### src/shared/pgl_pkg.sv
// package: register map, fields and carrier types of the global load block
package pgl_pkg;
    // ------------------------------------------------------------
    // sizes
    // ------------------------------------------------------------
    localparam int DW = 32;
    localparam int AW = 8;
    localparam int NREG = 5;
    localparam int NMOD = 8;
    localparam int IDW = 3;
    localparam int NEVT = 8;
    // ------------------------------------------------------------
    // byte offsets
    // ------------------------------------------------------------
    localparam logic [AW-1:0] OFS_CTRL = 8'h00;
    localparam logic [AW-1:0] OFS_CMD = 8'h04;
    localparam logic [AW-1:0] OFS_SEL = 8'h08;
    localparam logic [AW-1:0] OFS_LINK = 8'h0c;
    localparam logic [AW-1:0] OFS_SHADOW = 8'h10;
    localparam logic [AW-1:0] OFS_STATUS = 8'h24;
    localparam logic [AW-1:0] OFS_ACTIVE = 8'h30;
    // ------------------------------------------------------------
    // fields
    // ------------------------------------------------------------
    localparam int CTL_EN_BIT = 0;
    localparam int CTL_EVSEL_LSB = 1;
    localparam int EVSEL_W = 3;
    localparam int CTL_CNT_LSB = 4;
    localparam int CNT_W = 3;
    localparam int CTL_OSHT_BIT = 7;
    localparam int CMD_ARM_BIT = 0;
    localparam int CMD_FORCE_BIT = 1;
    localparam int LINK_CMD_LSB = 8;
    localparam int STS_CNT_LSB = 1;
    localparam int IDX_PERIOD = 0;
    localparam int IDX_COMPARE = 1;
    localparam int IDX_PHASE = 4;
    localparam int LOCAL_EVT = 0;
    localparam logic [DW-1:0] RST_VAL = 32'h0000_0000;
    // ------------------------------------------------------------
    // fine phase step
    // ------------------------------------------------------------
    localparam int FINE_LSB = 16;
    localparam int FINE_W = 9;
    localparam int FINE_STEP_PS = 150;
    localparam int CLK_PERIOD_PS = 50000;
    localparam int FINE_STEPS = (CLK_PERIOD_PS + FINE_STEP_PS - 1) / FINE_STEP_PS;
    // ------------------------------------------------------------
    // carriers
    // ------------------------------------------------------------
    typedef struct packed {
        logic psel;
        logic penable;
        logic pwrite;
        logic [AW-1:0] paddr;
        logic [DW-1:0] pwdata;
    } pgl_apb_req_type;
    typedef struct packed {
        logic [DW-1:0] prdata;
        logic pready;
        logic pslverr;
    } pgl_apb_rsp_type;
    typedef struct packed {
        logic valid;
        logic [IDW-1:0] src;
        logic [IDW-1:0] idx;
        logic [DW-1:0] data;
        logic arm;
        logic force_ld;
    } pgl_link_type;
endpackage

### src/hw/pgl_top.sv
// module: shadow to active global load, one-shot arming and cross-module link
//
// The implementer's own choices: the register offsets and the APB slave port.
`timescale 1ns/1ps
`default_nettype none
// Summary of operation
// - writes land in shadow, active loads on events
// - global enable loads opted registers on chosen event
// - per-register select opts into global loading
// - transfer after configured number of strobes
// - control bit selects one-shot load mode
// - arm bit loads on next selected event
// - after one-shot load, block until rearmed
// - linked period/compare writes update all linked modules
// - arm and force commands linkable across modules
// - single load strobe for coherent multi-module update
// - phase fine step no coarser than 150 ps
module pgl_top #(
    parameter int MOD_ID = 0
) (
    // clock, reset, enable
    input wire logic pclk,
    input wire logic presetn,
    input wire logic ce,
    // register bus
    input wire pgl_pkg::pgl_apb_req_type apb_req,
    output pgl_pkg::pgl_apb_rsp_type apb_rsp,
    // pwm events, bit 0 is the local counter-zero point
    input wire logic [pgl_pkg::NEVT-1:0] evt_in,
    // cross-module link
    input wire pgl_pkg::pgl_link_type link_in,
    output pgl_pkg::pgl_link_type link_out,
    // active parameters
    output logic [pgl_pkg::NREG-1:0][pgl_pkg::DW-1:0] active_out,
    output logic [pgl_pkg::FINE_W-1:0] phase_fine,
    output logic gld_strobe
);
    import pgl_pkg::*;

    // ------------------------------------------------------------
    // helpers
    // ------------------------------------------------------------
    function automatic logic in_bank(input logic [AW-1:0] a, input logic [AW-1:0] base);
        in_bank = (a >= base) && (a < base + AW'(4 * NREG)) && (a[1:0] == 2'b00);
    endfunction

    function automatic logic [IDW-1:0] bank_idx(input logic [AW-1:0] a,
                                                input logic [AW-1:0] base);
        logic [AW-1:0] d;
        d = a - base;
        bank_idx = d[IDW+1:2];
    endfunction

    // clipping keeps the fine field inside one clock period of steps
    function automatic logic [DW-1:0] fit_phase(input logic [DW-1:0] v);
        logic [DW-1:0] r;
        r = v;
        if (v[FINE_LSB+:FINE_W] > FINE_W'(FINE_STEPS - 1)) begin
            r[FINE_LSB+:FINE_W] = FINE_W'(FINE_STEPS - 1);
        end
        fit_phase = r;
    endfunction

    function automatic logic addr_ok(input logic [AW-1:0] a);
        addr_ok = (a == OFS_CTRL) || (a == OFS_CMD) || (a == OFS_SEL) || (a == OFS_LINK)
            || (a == OFS_STATUS) || in_bank(a, OFS_SHADOW) || in_bank(a, OFS_ACTIVE);
    endfunction

    // ------------------------------------------------------------
    // state
    // ------------------------------------------------------------
    logic [7:0] ctrl_ff, nxt_ctrl;
    logic [NREG-1:0] sel_ff, nxt_sel;
    logic [2*NMOD-1:0] link_ff, nxt_link;
    logic [NREG-1:0][DW-1:0] shadow_ff, nxt_shadow;
    logic [NREG-1:0][DW-1:0] active_ff, nxt_active;
    logic [CNT_W-1:0] cnt_ff, nxt_cnt;
    logic armed_ff, nxt_armed;
    logic strobe_ff, nxt_strobe;
    logic [DW-1:0] rdata_ff, nxt_rdata;

    logic wr_en, rd_setup, gld_en, osht_mode, sel_evt, gld_evt, cnt_hit, allow;
    logic own_arm, own_force, lnk_reg, lnk_cmd, arm_req, force_req, transfer;
    logic own_shw, lnk_ok;
    logic [IDW-1:0] own_idx;
    logic [CNT_W-1:0] thresh, cnt_inc;
    logic [EVSEL_W-1:0] evsel;

    // ------------------------------------------------------------
    // bus decode
    // ------------------------------------------------------------
    assign wr_en = ce && apb_req.psel && apb_req.penable && apb_req.pwrite
        && addr_ok(apb_req.paddr);
    assign rd_setup = ce && apb_req.psel && !apb_req.penable;
    assign own_shw = wr_en && in_bank(apb_req.paddr, OFS_SHADOW);
    assign own_idx = bank_idx(apb_req.paddr, OFS_SHADOW);
    assign own_arm = wr_en && (apb_req.paddr == OFS_CMD) && apb_req.pwdata[CMD_ARM_BIT];
    assign own_force = wr_en && (apb_req.paddr == OFS_CMD) && apb_req.pwdata[CMD_FORCE_BIT];
    // answer in the access cycle; a frozen block stretches the access
    assign apb_rsp.pready = ce;
    assign apb_rsp.pslverr = apb_req.psel && apb_req.penable && !addr_ok(apb_req.paddr);
    assign apb_rsp.prdata = rdata_ff;

    // ------------------------------------------------------------
    // link
    // ------------------------------------------------------------
    // broadcast period/compare writes
    // combinational so every linked module stores on the same edge as this one
    always_comb begin
        link_out = '0;
        link_out.src = IDW'(MOD_ID);
        link_out.idx = own_idx;
        link_out.data = apb_req.pwdata;
        link_out.valid = own_shw && ((own_idx == IDW'(IDX_PERIOD))
            || (own_idx == IDW'(IDX_COMPARE)));
        link_out.arm = own_arm;
        link_out.force_ld = own_force;
    end

    assign lnk_ok = link_in.src != IDW'(MOD_ID);
    assign lnk_reg = lnk_ok && link_in.valid && link_ff[link_in.src]
        && ((link_in.idx == IDW'(IDX_PERIOD)) || (link_in.idx == IDW'(IDX_COMPARE)));
    assign lnk_cmd = lnk_ok && link_ff[LINK_CMD_LSB + int'(link_in.src)];
    // linked arm and force act like local ones
    assign arm_req = own_arm || (ce && lnk_cmd && link_in.arm);
    assign force_req = own_force || (ce && lnk_cmd && link_in.force_ld);

    // ------------------------------------------------------------
    // global load event path
    // ------------------------------------------------------------
    assign gld_en = ctrl_ff[CTL_EN_BIT];
    assign osht_mode = ctrl_ff[CTL_OSHT_BIT];
    assign evsel = ctrl_ff[CTL_EVSEL_LSB+:EVSEL_W];
    assign sel_evt = evt_in[evsel];
    // one chosen event drives all opted registers
    assign gld_evt = ce && gld_en && sel_evt;
    // a count of zero is taken as one strobe
    assign thresh = (ctrl_ff[CTL_CNT_LSB+:CNT_W] == '0) ? CNT_W'(1)
        : ctrl_ff[CTL_CNT_LSB+:CNT_W];
    assign cnt_inc = cnt_ff + CNT_W'(1);
    // transfer only on the configured strobe
    assign cnt_hit = gld_evt && (cnt_inc >= thresh);
    // one-shot mode gates the transfer on the arm
    assign allow = !osht_mode || armed_ff;
    // disarmed one-shot blocks global events; force still loads
    assign transfer = (cnt_hit && allow) || (ce && gld_en && force_req);

    always_comb begin
        nxt_cnt = cnt_ff;
        nxt_armed = armed_ff;
        nxt_strobe = strobe_ff;
        if (ce) begin
            nxt_strobe = transfer;
            // restart count after the threshold strobe
            if (cnt_hit) begin
                nxt_cnt = '0;
            end else if (gld_evt) begin
                nxt_cnt = cnt_inc;
            end
            // arm spent by the transfer; a new arm wins
            if (arm_req) begin
                nxt_armed = 1'b1;
            end else if (transfer && osht_mode) begin
                nxt_armed = 1'b0;
            end
        end
    end

    // ------------------------------------------------------------
    // registers, shadow and active
    // ------------------------------------------------------------
    always_comb begin
        nxt_ctrl = ctrl_ff;
        nxt_sel = sel_ff;
        nxt_link = link_ff;
        nxt_shadow = shadow_ff;
        nxt_active = active_ff;
        nxt_rdata = rdata_ff;
        if (ce) begin
            if (wr_en && apb_req.paddr == OFS_CTRL) begin
                nxt_ctrl = apb_req.pwdata[7:0];
            end
            if (wr_en && apb_req.paddr == OFS_SEL) begin
                nxt_sel = apb_req.pwdata[NREG-1:0];
            end
            if (wr_en && apb_req.paddr == OFS_LINK) begin
                nxt_link = apb_req.pwdata[2*NMOD-1:0];
            end
            // linked write, own write of the same cycle wins
            if (lnk_reg) begin
                nxt_shadow[link_in.idx] = link_in.data;
            end
            // software only reaches the shadow copy
            if (own_shw) begin
                nxt_shadow[own_idx] = apb_req.pwdata;
            end
            // fine field clipped to one clock period of 150 ps steps
            nxt_shadow[IDX_PHASE] = fit_phase(nxt_shadow[IDX_PHASE]);
            for (int i = 0; i < NREG; i++) begin
                // global registers ignore their own load point
                if (gld_en && sel_ff[i]) begin
                    // one strobe loads every opted register
                    if (transfer) begin
                        nxt_active[i] = shadow_ff[i];
                    end
                end else if (evt_in[LOCAL_EVT]) begin
                    nxt_active[i] = shadow_ff[i];
                end
            end
            if (rd_setup) begin
                nxt_rdata = '0;
                if (apb_req.paddr == OFS_CTRL) begin
                    nxt_rdata[7:0] = ctrl_ff;
                end else if (apb_req.paddr == OFS_CMD) begin
                    nxt_rdata[CMD_ARM_BIT] = armed_ff;
                end else if (apb_req.paddr == OFS_SEL) begin
                    nxt_rdata[NREG-1:0] = sel_ff;
                end else if (apb_req.paddr == OFS_LINK) begin
                    nxt_rdata[2*NMOD-1:0] = link_ff;
                end else if (apb_req.paddr == OFS_STATUS) begin
                    nxt_rdata[0] = armed_ff;
                    nxt_rdata[STS_CNT_LSB+:CNT_W] = cnt_ff;
                end else if (in_bank(apb_req.paddr, OFS_SHADOW)) begin
                    nxt_rdata = shadow_ff[bank_idx(apb_req.paddr, OFS_SHADOW)];
                end else if (in_bank(apb_req.paddr, OFS_ACTIVE)) begin
                    nxt_rdata = active_ff[bank_idx(apb_req.paddr, OFS_ACTIVE)];
                end
            end
        end
    end

    always_ff @(posedge pclk or negedge presetn) begin
        if (!presetn) begin
            ctrl_ff <= 8'h00;
            sel_ff <= '0;
            link_ff <= '0;
            shadow_ff <= {NREG{RST_VAL}};
            active_ff <= {NREG{RST_VAL}};
            cnt_ff <= '0;
            armed_ff <= 1'b0;
            strobe_ff <= 1'b0;
            rdata_ff <= RST_VAL;
        end else begin
            ctrl_ff <= nxt_ctrl;
            sel_ff <= nxt_sel;
            link_ff <= nxt_link;
            shadow_ff <= nxt_shadow;
            active_ff <= nxt_active;
            cnt_ff <= nxt_cnt;
            armed_ff <= nxt_armed;
            strobe_ff <= nxt_strobe;
            rdata_ff <= nxt_rdata;
        end
    end

    assign active_out = active_ff;
    assign phase_fine = active_ff[IDX_PHASE][FINE_LSB+:FINE_W];
    assign gld_strobe = strobe_ff;
endmodule
`default_nettype wire

### config.mk
export PLATFORM = sky130hd
export DESIGN_NAME = pgl_top
export DESIGN_NICKNAME = d
export VERILOG_FILES = /design/src/shared/pgl_pkg.sv /design/src/hw/pgl_top.sv
export SDC_FILE = /design/constraint.sdc
export NUM_CORES = 1
export LEC_CHECK = 0
export ABC_AREA = 1
export BUFFER_PORTS_ARGS = -buffer_cell sky130_fd_sc_hd__clkbuf_2
export CAP_MARGIN = 20
export CORE_MARGIN = 2
export CORE_UTILIZATION = 50
export CTS_CLUSTER_SIZE = 10
export DETAILED_ROUTE_END_ITERATION = 8
export HOLD_SLACK_MARGIN = 0.03
export PLACE_DENSITY_LB_ADDON = 0.25
export SYNTH_ARGS = -nofsm -noshare
export SYNTH_HDL_FRONTEND = slang
export SYNTH_SLANG_ARGS = --single-unit
export TNS_END_PERCENT = 5
### constraint.sdc
create_clock -name pclk -period 2.3 [get_ports pclk]
set_input_delay 0.46 -clock pclk [delete_from_list [all_inputs] [get_ports pclk]]
set_output_delay 0.46 -clock pclk [all_outputs]
set_load 0.05 [all_outputs]
==> results of run 1 <==
## where the power goes
part,total (mW),switching [mW],internal [mW]
clock,6.60,2.91,3.70
combinational,4.96,3.48,1.48
sequential,8.47,1.04,7.43
total,20.0,7.42,12.6
## cell usage after synthesis (all sizes together) (2+ instances only)
cell type  count  area share
o31ai         13      0.0046
nor3          17      0.0043
nand2        933        0.17
inv          165       0.030
clkbuf       130       0.023
a21oi         43       0.010
clkinv         2     0.00036
o21a           4      0.0014
o22ai         63       0.019
a22oi          6      0.0021
buf          119       0.036
nor4           4      0.0012
nor2         131       0.026
nand3b         7      0.0061
o221ai        54       0.022
nand4         67       0.021
ha             4      0.0024
nand3        290       0.071
o211ai        73       0.026
dfrtp        386        0.46
o21ai        274       0.065
## logic make-up (layout without fill, tap and decap cells)
group / count (synthesis) / after routing / share of synthesized area
other: 1 / 3 / 0.000178
and+or+nand+nor: 1452 / 1452 / 0.299
adders and majority gates: 4 / 4 / 0.00237
DFF: 386 / 386 / 0.458
buffers and inverters: 416 / 797 / 0.0895
AOI/OAI and AO/OA: 531 / 531 / 0.151
xor gates and xnor gates: 1 / 1 / 0.000415
## what timing repair did
item / in CTS / in global routing
gates resized for setup: 23 / 54
hold endpoints to repair: 37 / 0
setup buffers: 4 / 3
cloned: 0 / 3
hold buffers: 1 / 0
setup endpoints to repair: 163 / 163
pin swaps: 5 / 7
## routing by layer
| layer | up-vias | wire length (um) | track usage |
|---|---|---|---|
| li1 | 10100 | - | - |
| met1 | 10800 | 36000 | 0.578 |
| met2 | 1510 | 37200 | 0.563 |
| met5 | - | 13 | 0 |
| met4 | 2 | 2520 | 0.117 |
| met3 | 170 | 13300 | 0.136 |
## registers in the layout, summed over array words and instances (netlist names)
name        flops
active_out    160
armed_ff        1
cnt_ff          3
ctrl_ff         8
gld_strobe      1
link_ff        16
rdata_ff       32
sel_ff          5
shadow_ff     160
## critical path, delay by kind of cell (launching register included)
kind / cells / cell delay [ns]
simple gates: 6 / 0.68
flops: 1 / 0.41
compound gates: 1 / 0.16
xor+xnor: 1 / 0.16
fa+ha+maj: 2 / 0.48
buf+inv: 2 / 0.37
## final timing paths
path                         startpoint             end  slack, ns  cells past startpoint
setup / recovery              cnt_ff[0]  active_out[11]      -0.08                     12
hold / removal               link_in[1]        armed_ff       0.13                      3
setup reg to reg              cnt_ff[0]  active_out[11]      -0.08                     12
hold reg to reg            rdata_ff[19]    rdata_ff[19]       0.48                      2
max in group asynchronous       presetn  active_out[22]       1.11                      3
min in group asynchronous       presetn      link_ff[7]       0.32                      2
## layout by cell type (no fill, tap or decap), types with 14 or more instances in the layout
cell type / n
buf_12: 47
nor3_1: 15
o21ai_0: 259
nand3_1: 279
o211ai_1: 73
clkbuf_2: 326
nor2_1: 121
nand2_2: 40
inv_1: 158
o22ai_1: 63
nand2_1: 877
nand4_1: 66
clkbuf_1: 14
clkbuf_16: 49
buf_4: 178
nand2_4: 14
dfrtp_1: 386
o221ai_1: 54
a21oi_1: 38
## layout make-up
cell class / instances / area [um^2] / area share
Tap cell: 539 / 674 / 0.0257
Timing Repair Buffer: 563 / 4090 / 0.156
Multi-Input combinational cell: 1991 / 9900 / 0.377
Inverter: 167 / 634 / 0.0242
Clock buffer: 62 / 1230 / 0.0469
Clock inverter: 5 / 43.8 / 0.00167
Sequential cell: 386 / 9660 / 0.368
## through the flow
| step | TNS, ns | hold WS [ns] |
|---|---|---|
| after floorplan | 0 | 0.164 |
| after global placement | -9.96 | 0.318 |
| final | -1.84 | 0.126 |
| after CTS | -0.407 | 0.103 |
| after global routing | -15.43 | 0.124 |
| after detailed placement | -19.77 | 0.319 |
==> impl_metrics.csv, run 1 <==
group,metric,value,unit
global_routing,antenna_found_initial,2,
timing,max-slew-margin-rel,0.361,
drt,drtAntennaViolNets,0,
timing,timing.fmax,420,MHz
drt,drt_wl_total,89.0,mm
drt,drc,0,
clock_tree,cts_tree,"yes",
finish,final_util,0.628,
timing,tightest_slew,0.959,ns
die,ios,340,
timing,post-route-period-util,1.04,
place,dp_hpwl,65.1,mm
pwr,power_density,764,nW/um^2
place,dp.cells,3635,
timing,fin_worst_skew,0.0216,ns
clock_tree,cts_num_sinks,386,
worst_setup_path,cpMaxStageDelayCell,"dfrtp_1",
timing,rsz0062_at_grt,"yes",
logic_synthesis,synth_cells,2791,
logic_synthesis,ys_ff_latch,386,
die,rows,75,
timing,setup_viol,34,
worst_setup_path,slowest_delay,0.41,ns
die,die-area,43800,um^2
timing,min_period,2.38,ns
finish,final_cell_area,26200,um^2
global_routing,grt_max_degree,108,
place,placed_cell_area,24500,um^2
worst_hold_path,min_path_type,"in -> reg",
worst_setup_path,cp_data_required_time,2.77,ns
finish,diodes,0,
pwr,total_power,20.0,mW
clock_tree,clockBufferDepth,3,
die,start_util,0.505,
place,io_buffers,336,
finish,fillers,3742,
finish,synthToLayoutAreaGrowth,24.4,%
timing,slew_violations,0,
global_routing,grt_pass1_wl,131,mm
logic_synthesis,yosysSeqAreaShare,0.458,
worst_setup_path,end_kind,"flop",
global_routing,grtUsageTotal,0.398,
pwr,peakVddDrop,488,uV
worst_setup_path,path_cells,"ha_4 > xor2_4 > ha_4 > nand2_2 > o211ai_1 > buf_4 > nand3b_4 > nand3b_4 > nand2_8 > clkbuf_16 > nand2_1 > nand2_1",
drt,drt_first_pass_iters,8,
outcome,violations,"setup timing",
timing,layout_setup_ws,-0.0806,ns
flow_run,max-cap-violations,0,
logic_synthesis,ys_types,44,
pwr,leakagePower,13.9,nW
clock_tree,htree_levels,2,
clock_tree,clockRootBuffer,"clkbuf_16",
logic_synthesis,synthArstFlopShare,1.00,
logic_synthesis,yosys_warnings,0,
worst_setup_path,path_max_fanout,16,
drt,viasPerCell,6.08,
outcome,run_status,"finished, violations left",
logic_synthesis,synthFlopType,"dfrtp_1",
logic_synthesis,avgSynthCellArea,7.56,um^2
place,pre_cts_ws,-0.233,ns
logic_synthesis,synth_edf_count,0,
drt,vias,22600,
drt,drt-initial-drc-count,2946,
timing,hold_violations,0,
die,fp.dieW,209,um
die,core,41800,um^2
clock_tree,numCtsBuffers,46,
finish,drive_above_1_share,0.227,
drt,post_drt_wl_per_cell,24.0,um
die,die_h,209,um
logic_synthesis,netlist_area,21100,um^2
global_routing,grt_overflow,0,
worst_setup_path,critPathLaunchType,"flop",
global_routing,grt_pass1_vias,20700,
worst_setup_path,worstPathArrival,2.85,ns
clock_tree,cts.clk_slew.worst_paths,0.06,ns
clock_tree,insertion_delay,0.60,ns
worst_setup_path,crit_type,"reg -> reg",
place,place_congestion,1.02,
finish,nets,3254,
finish,stdcell_count,3713,
(Power assumes the default switching activity.)
==> inputs of run 2 (changes only) <==
Settings changed: TNS_END_PERCENT 5 to 10.
==> run 2 against run 1 <==
  * The run still ends with setup timing left
  * Sequential power about the same
  * Core utilization about the same
  * Critical path depth unchanged
  * Clock skew up 0.0032 ns
  * Largest cell class unchanged
  * Largest power group unchanged
  * Register-to-register slack about the same
  * Worst hold slack better by 0.0034 ns
  * Critical endpoint is now active_out[15]
  * Clock-buffer cell count unchanged
  * Routed wire length about the same
==> impl_metrics.csv, run 2 (synthesis gave the netlist of run 1 again) <==
group,metric,value,unit
clock_tree,cts_num_sinks,386,
flow_run,max-cap-violations,0,
clock_tree,cts.clk_slew.worst_paths,0.06,ns
finish,regArea,9660,um^2
global_routing,grt_pass1_vias,20700,
finish,synthToLayoutAreaGrowth,24.4,%
die,rows,75,
pwr,leakagePower,13.9,nW
place,io_buffers,336,
drt,drc,0,
worst_setup_path,end_kind,"flop",
global_routing,grt_max_degree,108,
timing,post-route-period-util,1.04,
timing,layout_setup_ws,-0.0880,ns
place,pre_cts_ws,-0.233,ns
drt,drt_wl_total,89.0,mm
pwr,total_power,20.0,mW
finish,final_common_cell,"nand2_1",
finish,multiInputGateArea,9900,um^2
drt,post_drt_wl_per_cell,24.0,um
worst_setup_path,slowest_delay,0.41,ns
worst_setup_path,crit_type,"reg -> reg",
worst_setup_path,path_max_fanout,8,
global_routing,antenna_found_initial,2,
finish,diodes,0,
clock_tree,clockRootBuffer,"clkbuf_16",
die,core,41800,um^2
timing,max-slew-margin-rel,0.359,
die,fp.dieW,209,um
global_routing,grt_overflow,0,
timing,slew_violations,0,
worst_setup_path,worstPathArrival,2.85,ns
worst_setup_path,cp_data_required_time,2.76,ns
timing,fin_worst_skew,0.0248,ns
timing,timing.fmax,419,MHz
worst_hold_path,min_path_type,"in -> reg",
drt,viasPerCell,6.08,
global_routing,grt_pass1_wl,131,mm
worst_setup_path,crit_family,"simple AND/OR/NAND/NOR gates",
timing,min_period,2.39,ns
drt,vias,22600,
drt,drtAntennaViolNets,0,
worst_setup_path,critical_path_buf_inv_count,2,
drt,drt_first_pass_iters,6,
timing,hold_violations,0,
timing,setup_viol,37,
die,die_h,209,um
die,ios,340,
pwr,power_density,763,nW/um^2
clock_tree,clockBufferDepth,3,
place,dp_hpwl,65.1,mm
global_routing,grtUsageTotal,0.398,
outcome,run_status,"finished, violations left",
place,place_congestion,1.02,
pwr,peakVddDrop,490,uV
die,start_util,0.505,
clock_tree,htree_levels,2,
worst_setup_path,path_cells,"ha_4 > xor2_4 > ha_4 > nand2_2 > o211ai_1 > buf_4 > nand3b_4 > nand3b_4 > nand2_8 > clkbuf_16 > nand2_4 > nand2_2",
worst_setup_path,critPathLaunchType,"flop",
die,die-area,43800,um^2
timing,tightest_slew,0.962,ns
finish,drive_above_1_share,0.227,
outcome,violations,"setup timing",
clock_tree,cts_tree,"yes",
timing,rsz0062_at_grt,"yes",
worst_setup_path,cpMaxStageDelayCell,"dfrtp_1",
finish,nets,3254,
drt,drt-initial-drc-count,2943,
clock_tree,insertion_delay,0.60,ns
clock_tree,numCtsBuffers,46,
finish,fillers,3742,
finish,layout_common_cells,"nand2_1 (878), dfrtp_1 (386), clkbuf_2 (326), nand3_1 (278), o21ai_0 (259)",
## run 2: where the power goes
group	total, mW	internal [mW]	leakage [nW]	switching (mW)
clock network	6.58	3.70	0.622	2.88
logic	4.96	1.48	8.22	3.48
registers	8.48	7.43	5.10	1.05
total	20.0	12.6	13.9	7.41
## run 2: stage by stage
stage | util | area (um^2) | instances | setup TNS [ns] | hold WS, ns
floorplan | - | 21100 | 2793 | 0 | 0.164
global placement | 0.587 | 24500 | 3635 | -9.96 | 0.318
detailed placement | 0.587 | 24500 | 3635 | -19.77 | 0.319
CTS | 0.621 | 25900 | 3707 | -0.407 | 0.103
global route | 0.628 | 26200 | 3713 | -15.45 | 0.124
finish | 0.628 | 26200 | 3713 | -1.91 | 0.129
## run 2: area by class of cell
type | instances | share of cell area
Clock buffer | 62 | 0.0469
Clock inverter | 5 | 0.00167
Multi-Input combinational cell | 1991 | 0.377
Sequential cell | 386 | 0.368
Inverter | 167 | 0.0242
Timing Repair Buffer | 563 | 0.156
Tap cell | 539 | 0.0257
## run 2: worst min-delay path: stages
cell      delay [ns]
clkbuf_2        0.09
nand2_1         0.05
nand3b_1        0.07
## run 2: what timing repair did
action                                  4_1_cts  5_1_grt
pin swaps                                     5        7
endpoints found under the setup margin      163      163
setup buffers                                 4        3
gates cloned                                  0        3
hold buffers                                  1        0
hold endpoints to repair                     37        0
gates resized for setup                      23       55
## run 2: final timing paths
| path | from | to | slack [ns] | cells past startpoint |
|---|---|---|---|---|
| min in group asynchronous | presetn | link_ff[7] | 0.32 | 2 |
| max in group asynchronous | presetn | active_out[22] | 1.12 | 3 |
| worst min-delay path | link_in[1] | armed_ff | 0.13 | 3 |
| worst max register to register | cnt_ff[0] | active_out[15] | -0.09 | 12 |
| worst max-delay path | cnt_ff[0] | active_out[15] | -0.09 | 12 |
| worst min register to register | rdata_ff[14] | rdata_ff[14] | 0.48 | 2 |
## run 2: layer usage
metal	track usage	share of wire
met5	0	0.00015
met4	0.117	0.030
met3	0.136	0.15
met2	0.563	0.42
met1	0.578	0.40
